[src/inc/ftam_map.svh]
// Register select codes, bit positions, reset values and timing figures of the fan
// tachometer and alarm monitor.
// Assumes a 100 MHz system clock and an 8-bit register port.
`ifndef FTAM_MAP_SVH
`define FTAM_MAP_SVH

`define FTAM_SEL_PIN 4'h0
`define FTAM_SEL_ENABLE 4'h1
`define FTAM_SEL_FLAGS 4'h2
`define FTAM_SEL_WINDOW 4'h3
`define FTAM_SEL_DRIVE 4'h4
`define FTAM_SEL_COUNT_BIT 3

`define FTAM_BIT_PIN2 4
`define FTAM_BIT_PIN1 3
`define FTAM_BIT_OVF 2
`define FTAM_BIT_MIN 1
`define FTAM_BIT_MAX 0

`define FTAM_RST_PIN 5'h1f
`define FTAM_RST_ENABLE 5'h00
`define FTAM_RST_FLAGS 5'h00
`define FTAM_RST_WINDOW 2'h2
`define FTAM_RST_COUNT 8'h00
`define FTAM_RST_DRIVE 8'h00
`define FTAM_COUNT_MAX 8'hff
`define FTAM_ZERO3 3'h0
`define FTAM_ZERO6 6'h00

`define FTAM_CLK_NS 10
`define FTAM_QUARTER_NS 250000000

`endif

[src/inc/ftam_pkg.sv]
// Types shared by the fan tachometer and alarm monitor.
// Assumes the map header supplies all numeric constants.
package ftam_pkg;
   typedef enum logic [1:0] {
      FTAM_FULL_ON,
      FTAM_OFF,
      FTAM_CLOSED,
      FTAM_OPEN
   } ftam_mode_t;

   typedef logic [4:0] ftam_alarm_t;
   typedef logic [7:0] ftam_byte_t;
endpackage

[src/rtl/ftam_window_timer.sv]
// Count window timer: one-cycle pulse at the end of every window.
// Assumes the window code is stable for the length of a window.
`timescale 1ns/1ps
`include "ftam_map.svh"
module ftam_window_timer #(
   parameter int unsigned QUARTER_CYCLES = `FTAM_QUARTER_NS / `FTAM_CLK_NS
) (
   input wire logic clk_sys,
   input wire logic rstn,
   input wire logic [1:0] count_window_code,
   output logic window_end
);
   logic [31:0] count;
   logic [31:0] next_count;
   logic [31:0] length;
   logic next_window_end;

   // Windows run back to back; the length is the quarter-second count doubled per code step.
   always_comb begin
      length = QUARTER_CYCLES << count_window_code;
      next_window_end = 1'b0;
      next_count = count + 32'h1;
      if (count >= length - 32'h1) begin
         next_window_end = 1'b1;
         next_count = 32'h0;
      end
   end

   always_ff @(posedge clk_sys) begin
      if (!rstn) begin
         count <= 32'h0;
         window_end <= 1'b0;
      end else begin
         count <= next_count;
         window_end <= next_window_end;
      end
   end
endmodule

[src/rtl/ftam_top.sv]
// Fan tachometer counters, alarm enable and status, pin status and drive level register.
// Assumes a serial bus front end drives the register port and all inputs are synchronous.
//
// Function
// - Pin status reads zero in bits 7..5, live pin levels 4..0, ones after reset.
// - Each tachometer input counts pulses over the window into its count register.
// - Four tachometer inputs, each with its own count register.
// - Too many pulses saturate the count at 255 and set the overflow alarm.
// - Window register reads zero above bit 1; window is 0.25 s times 2^code.
// - Reset clears all counts and selects a one second window.
// - Enable register: pin2, pin1, overflow, min, max bits; reset zero; upper bits zero.
// - Status register uses enable bit positions; upper bits zero; reset zero.
// - Pin-1 and pin-2 alarms are set while those pins are low.
// - A status read clears set bits whose condition has gone; persisting ones stay.
// - Drive level steers the fan only in open-loop mode; ignored in closed loop.
// - Reset clears enable, status, count and drive registers and disables all alarms.
// - An alarm takes effect and drives the alert only when enabled.
// - Minimum and maximum level alarms work only in closed-loop mode.
// - Alert pin is driven low on an enabled fault, released when the read clears it.
`timescale 1ns/1ps
`include "ftam_map.svh"
module ftam_top #(
   parameter int unsigned QUARTER_CYCLES = `FTAM_QUARTER_NS / `FTAM_CLK_NS
) (
   input wire logic clk_sys,
   input wire logic rstn,
   input wire logic [3:0] speed_pulse_overflow_in,
   input wire logic [4:0] gpio_in,
   input wire logic [1:0] op_mode,
   input wire logic level_at_min,
   input wire logic level_at_max,
   input wire logic alert_select,
   input wire logic [3:0] reg_sel,
   input wire logic reg_wr,
   input wire logic reg_rd,
   input wire logic [7:0] reg_wdata,
   output logic [7:0] reg_rdata,
   output logic [7:0] drive_level_out,
   output logic general_io_zero_out,
   output logic general_io_zero_oe_n
);
   logic window_end;
   logic [3:0] speed_pulse_overflow_prev;
   logic [3:0] speed_pulse_overflow_edge;
   logic [7:0] acc [4];
   logic [7:0] next_acc [4];
   logic [3:0] acc_ovf;
   logic [3:0] next_acc_ovf;
   logic [7:0] pulse_count [4];
   logic [7:0] next_pulse_count [4];
   logic ovf_window;
   logic next_ovf_window;
   logic ovf_event;
   logic [4:0] pin_level;
   ftam_pkg::ftam_alarm_t alarm_enable_mask;
   ftam_pkg::ftam_alarm_t next_alarm_enable_mask;
   ftam_pkg::ftam_alarm_t alarm_flags;
   ftam_pkg::ftam_alarm_t next_alarm_flags;
   ftam_pkg::ftam_alarm_t cond;
   logic [1:0] count_window_code;
   logic [1:0] next_count_window_code;
   ftam_pkg::ftam_byte_t drive_level_code;
   ftam_pkg::ftam_byte_t next_drive_level_code;
   ftam_pkg::ftam_byte_t next_drive_level_out;
   ftam_pkg::ftam_byte_t next_reg_rdata;
   logic closed_loop;
   logic flags_read;

   ftam_window_timer #(.QUARTER_CYCLES(QUARTER_CYCLES)) u_timer (
      .clk_sys(clk_sys),
      .rstn(rstn),
      .count_window_code(count_window_code),
      .window_end(window_end)
   );

   assign speed_pulse_overflow_edge = speed_pulse_overflow_in & ~speed_pulse_overflow_prev;
   assign closed_loop = (ftam_pkg::ftam_mode_t'(op_mode) == ftam_pkg::FTAM_CLOSED);
   assign flags_read = reg_rd && (reg_sel == `FTAM_SEL_FLAGS);

   // Per-channel pulse counters with saturation.
   generate
      for (genvar i = 0; i < 4; i++) begin : g_speed_pulse_overflow
         always_comb begin
            next_acc[i] = acc[i];
            next_acc_ovf[i] = acc_ovf[i];
            next_pulse_count[i] = pulse_count[i];
            if (speed_pulse_overflow_edge[i]) begin
               if (acc[i] == `FTAM_COUNT_MAX) begin
                  next_acc_ovf[i] = 1'b1;
               end else begin
                  next_acc[i] = acc[i] + 8'h01;
               end
            end
            if (window_end) begin
               next_pulse_count[i] = acc[i];
               next_acc[i] = {7'h00, speed_pulse_overflow_edge[i]};
               next_acc_ovf[i] = 1'b0;
            end
         end

         always_ff @(posedge clk_sys) begin
            if (!rstn) begin
               acc[i] <= `FTAM_RST_COUNT;
               acc_ovf[i] <= 1'b0;
               pulse_count[i] <= `FTAM_RST_COUNT;
            end else begin
               acc[i] <= next_acc[i];
               acc_ovf[i] <= next_acc_ovf[i];
               pulse_count[i] <= next_pulse_count[i];
            end
         end
      end
   endgenerate

   // Overflow persists while the last full window or the current one overflowed.
   always_comb begin
      ovf_event = 1'b0;
      for (int j = 0; j < 4; j++) begin
         ovf_event = ovf_event | (speed_pulse_overflow_edge[j] && acc[j] == `FTAM_COUNT_MAX);
      end
      next_ovf_window = ovf_window;
      if (window_end) begin
         next_ovf_window = |acc_ovf;
      end
      cond = `FTAM_RST_FLAGS;
      cond[`FTAM_BIT_PIN2] = ~gpio_in[2];
      cond[`FTAM_BIT_PIN1] = ~gpio_in[1];
      cond[`FTAM_BIT_OVF] = ovf_event | ovf_window | (|acc_ovf);
      cond[`FTAM_BIT_MIN] = level_at_min & closed_loop;
      cond[`FTAM_BIT_MAX] = level_at_max & closed_loop;
   end

   // Register writes, alarm flags, drive output and read data.
   always_comb begin
      next_alarm_enable_mask = alarm_enable_mask;
      next_count_window_code = count_window_code;
      next_drive_level_code = drive_level_code;
      if (reg_wr) begin
         unique case (reg_sel)
            `FTAM_SEL_ENABLE: next_alarm_enable_mask = reg_wdata[4:0];
            `FTAM_SEL_WINDOW: next_count_window_code = reg_wdata[1:0];
            `FTAM_SEL_DRIVE: next_drive_level_code = reg_wdata;
            default: next_alarm_enable_mask = alarm_enable_mask;
         endcase
      end
      if (flags_read) begin
         next_alarm_flags = cond & alarm_enable_mask;
      end else begin
         next_alarm_flags = alarm_flags | (cond & alarm_enable_mask);
      end
      next_drive_level_out = drive_level_out;
      if (ftam_pkg::ftam_mode_t'(op_mode) == ftam_pkg::FTAM_OPEN) begin
         next_drive_level_out = drive_level_code;
      end
      next_reg_rdata = reg_rdata;
      if (reg_rd) begin
         next_reg_rdata = 8'h00;
         if (reg_sel[`FTAM_SEL_COUNT_BIT]) begin
            next_reg_rdata = pulse_count[reg_sel[1:0]];
         end else begin
            unique case (reg_sel)
               `FTAM_SEL_PIN: next_reg_rdata = {`FTAM_ZERO3, pin_level};
               `FTAM_SEL_ENABLE: next_reg_rdata = {`FTAM_ZERO3, alarm_enable_mask};
               `FTAM_SEL_FLAGS: next_reg_rdata = {`FTAM_ZERO3, alarm_flags};
               `FTAM_SEL_WINDOW: next_reg_rdata = {`FTAM_ZERO6, count_window_code};
               `FTAM_SEL_DRIVE: next_reg_rdata = drive_level_code;
               default: next_reg_rdata = 8'h00;
            endcase
         end
      end
   end

   always_ff @(posedge clk_sys) begin
      if (!rstn) begin
         speed_pulse_overflow_prev <= 4'h0;
         ovf_window <= 1'b0;
         pin_level <= `FTAM_RST_PIN;
         alarm_enable_mask <= `FTAM_RST_ENABLE;
         alarm_flags <= `FTAM_RST_FLAGS;
         count_window_code <= `FTAM_RST_WINDOW;
         drive_level_code <= `FTAM_RST_DRIVE;
         drive_level_out <= `FTAM_RST_DRIVE;
         reg_rdata <= 8'h00;
         general_io_zero_out <= 1'b0;
         general_io_zero_oe_n <= 1'b1;
      end else begin
         speed_pulse_overflow_prev <= speed_pulse_overflow_in;
         ovf_window <= next_ovf_window;
         pin_level <= gpio_in;
         alarm_enable_mask <= next_alarm_enable_mask;
         alarm_flags <= next_alarm_flags;
         count_window_code <= next_count_window_code;
         drive_level_code <= next_drive_level_code;
         drive_level_out <= next_drive_level_out;
         reg_rdata <= next_reg_rdata;
         general_io_zero_out <= 1'b0;
         general_io_zero_oe_n <= ~(alert_select & (|next_alarm_flags));
      end
   end
endmodule

[config.mk]
export PLATFORM = sky130hd
export DESIGN_NAME = ftam_top
export DESIGN_NICKNAME = d
export VERILOG_FILES = /design/src/inc/ftam_pkg.sv /design/src/rtl/ftam_window_timer.sv /design/src/rtl/ftam_top.sv
export VERILOG_INCLUDE_DIRS = /design/src /design/src/inc
export SDC_FILE = /design/constraint.sdc
export NUM_CORES = 1
export LEC_CHECK = 0
export CAP_MARGIN = 5
export CELL_PAD_IN_SITES_DETAIL_PLACEMENT = 1
export CELL_PAD_IN_SITES_GLOBAL_PLACEMENT = 2
export CORE_MARGIN = 4
export CORE_UTILIZATION = 41
export CTS_CLUSTER_DIAMETER = 30
export DETAILED_ROUTE_END_ITERATION = 10
export DONT_BUFFER_PORTS = 1
export GPL_ROUTABILITY_DRIVEN = 0
export PLACE_DENSITY_LB_ADDON = 0.1
export SYNTH_ARGS = -nofsm -noshare
export SYNTH_HDL_FRONTEND = slang
export SYNTH_SLANG_ARGS = --single-unit
[constraint.sdc]
create_clock -name clk_sys -period 3 [get_ports clk_sys]
set_input_delay 0.15 -clock clk_sys [delete_from_list [all_inputs] [get_ports clk_sys]]
set_output_delay 0.15 -clock clk_sys [all_outputs]
set_load 0.1 [all_outputs]
==> flow_metrics.py <==
metrics = {
    "sta": {
        "period_minus_slack_ns": 2.71,
        "relSlewSlack_pct": 32.6,
        "timing.hold.ws_ns": 0.0220,
        "finalSetupViolations": 0,
        "rsz0062_at_grt": "false",
        "post-route-period-util_pct": 90.3,
        "maxSlewViolCount": 0,
        "fin_ws_ns": 0.290,
        "fin_skew_ns": 0.00804,
        "tightest_slew_ns": 1.01,
        "setup_tns_ns": 0,
        "hold_viol": 0,
        "fmax_mhz": 369,
    },
    "power_and_ir_drop": {
        "power_frac_seq_pct": 45.8,
        "pwr_density_cell_mw_per_mm2": 567,
        "power_leakage_nw": 3.24,
        "p_total_mw": 4.65,
        "p_clk_share_pct": 48.6,
        "comb_power_share_pct": 5.6,
        "p_sw_share_pct": 23.4,
        "p_sw_mw": 1.09,
        "ir_drop_uv": 400,
        "power.internal_mw": 3.56,
    },
    "global_routing": {
        "grt_max_degree": 83,
        "grt_pass1_wl_um": 29500,
        "gr-usage-all-layers_pct": 20.1,
        "antenna_found_initial": 1,
        "grt_pass1_vias": 5577,
        "gr-total-overflow": 0,
    },
    "yosys": {
        "yosysSeqAreaShare_pct": 47.4,
        "synth-edff-count": 32,
        "synth_ff_type": "dfxtp_1",
        "ys_seq_elements": 148,
        "netlist_instances": 717,
        "synthDistinctLibCells": 52,
        "syn_avg_cell_area_um2": 9.65,
        "yosys_warnings": 0,
        "synthArstFlopShare_pct": 0,
        "synth_area_mm2": 0.00692,
    },
    "drt": {
        "avgViaCountPerCell": 5.43,
        "routed_wl_um": 18000,
        "vias": 5382,
        "detail_route.iter0.violations": 258,
        "final_antenna_net_count": 0,
        "wire_per_inst_um": 18.2,
        "first_pass_iters": 6,
        "drcViolationCount": 0,
    },
    "worst_setup_path": {
        "crit_required_ns": 3.35,
        "path_class": "flop to flop",
        "path_max_fanout": 31,
        "worstReg2RegStart": "count_window_code[0]$_SDFFE_PN0P_",
        "setup.worst_path.start": "count_window_code[0]$_SDFFE_PN0P_",
        "startpoint_type": "flop",
        "cp.arrival_ns": 3.06,
        "end_kind": "flop",
    },
    "worst_hold_path": {
        "hp-class": "primary input to flop",
        "min_from": "rstn",
    },
    "clock_tree": {
        "insertion_delay_ns": 0.43,
        "cts_setup_buffers": 0,
        "cts_root_buf": "clkbuf_16",
        "ctsHtreeMaxLevel": 4,
        "clockBufferDepth": 2,
        "clk_pin_slew_ns": 0.06,
        "cts-resized-gates": 0,
        "numCtsBuffers": 17,
        "clock-sinks": 148,
        "tritoncts": "done",
        "hold_buffers": 36,
    },
    "die": {
        "die_h_um": 138,
        "initial_core_util_pct": 41.7,
        "rows": 47,
        "ios": 48,
        "dieArea_mm2": 0.0190,
        "dieWidth_um": 138,
        "core_mm2": 0.0166,
    },
    "final_layout": {
        "postLayoutCoreUtil_pct": 49.5,
        "area_growth_pct": 18.6,
        "final_net_count": 816,
        "drive_gt1_share_pct": 8.57,
    },
    "flow_run": {
        "cap_violations": 0,
    },
    "placed_design": {
        "dp.final_hpwl_um": 12300,
        "portBuffers": 0,
        "place_ws_ns": 0.349,
    },
    "run_status": {
        "status": "finished clean",
    },
}
power by group through the flow:
| stage | Combinational, mW | Sequential, mW | Clock (mW) |
|---|---|---|---|
| final | 0.261 | 2.13 | 2.26 |
| after global routing | 0.289 | 2.13 | 2.41 |
| after CTS | 0.264 | 2.13 | 2.32 |
| after detailed placement | 0.204 | 2.17 | 0 |
| after global placement | 0.197 | 2.17 | 0 |
| after floorplan | 0.158 | 2.19 | 0 |
layout by cell type (no fill, tap or decap), types with 26 or more instances in the layout:
cell / count
dlygate4sd3_1: 35
nand2_1: 68
dfxtp_1: 116
nand3_1: 39
nor2_1: 79
edfxtp_1: 32
ha_1: 29
xor2_1: 29
and3_1: 43
nand4_1: 26
metrics by stage:
stage | instance area [µm²] | instances
2_1_floorplan | 6940 | 723
3_3_place_gp | 7190 | 922
3_5_place_dp | 7190 | 922
4_1_cts | 8210 | 990
5_1_grt | 8210 | 991
6_report | 8210 | 991
Yosys cell counts (14+ instances only):
library cell / number / area [µm²]
dfxtp_1: 116 / 2320
nor2_1: 79 / 297
nand2_1: 68 / 255
and3_1: 43 / 269
nand3_1: 39 / 195
edfxtp_1: 32 / 961
ha_1: 29 / 363
xor2_1: 29 / 254
clkbuf_1: 26 / 97.6
nand4_1: 26 / 163
xnor2_1: 22 / 193
a21oi_1: 21 / 105
a21boi_0: 17 / 128
mux2i_1: 16 / 160
nor2b_1: 16 / 100
inv_1: 15 / 56.3
o21ai_0: 14 / 70.1
flip-flops by register name, summed over array words and instances, names as in the netlist:
register                   cells
reg_rdata                      8
speed_pulse_overflow_prev      4
u_timer.window_end             1
acc                           32
u_timer.count                 32
drive_level_code               8
drive_level_out                8
general_io_zero_oe_n           1
acc_ovf                        4
alarm_flags                    5
pin_level                      5
pulse_count                   32
ovf_window                     1
alarm_enable_mask              5
count_window_code              2
kinds of logic (layout without fill, tap and decap cells):
kind of cell	after synthesis	in the layout	share of synthesized area (%)
buf+inv	47	94	2.66
compound gates	86	86	8.37
other cells	2	9	0.109
xor+xnor	51	51	6.45
fa+ha+maj	29	29	5.24
mux	26	26	5.57
simple gates	328	328	24.2
flops	148	148	47.4
final timing paths:
kind / to / slack (ns) / cells after the start
worst min-delay path: pulse_count[1][2]$_SDFFCE_PN0P_ / 0.02 / 1
worst max-delay path: u_timer.count[12]$_SDFF_PP0_ / 0.29 / 11
worst min register to register: acc_ovf[1]$_SDFFE_PP0P_ / 0.44 / 2
worst max register to register: u_timer.count[12]$_SDFF_PP0_ / 0.29 / 11
worst max-delay path, stage by stage, from the launching register on:
cell and delay (ns):
dfxtp_1 0.48, nor2b_1 0.31, inv_1 0.12, ha_1 0.30, ha_1 0.31, a21oi_1 0.13
o21ai_0 0.10, and3_1 0.16, o221ai_1 0.20, nand4_1 0.18, buf_12 0.21, nor2_1 0.13
metal layers:
| layer | wire, µm | GRT usage [%] | vias to the layer above |
|---|---|---|---|
| met5 | 0 | 0 | - |
| met4 | 209 | 5.76 | 0 |
| met3 | 602 | 4.28 | 16 |
| met2 | 8800 | 33.8 | 73 |
| met1 | 8420 | 26.2 | 2660 |
| li1 | - | - | 2633 |
final cells by class:
| type | count | area, µm² |
|---|---|---|
| antenna | 1 | 2.50 |
| fill | 1853 | 8370 |
| tap | 220 | 275 |
| inverter | 15 | 56.3 |
| clock buffer | 22 | 539 |
| clock inverter | 10 | 98.8 |
| sequential | 148 | 3280 |
| timing repair buffer | 47 | 473 |
| multi-input combinational | 528 | 3480 |
No activity file was read; power rests on OpenSTA's default activity.
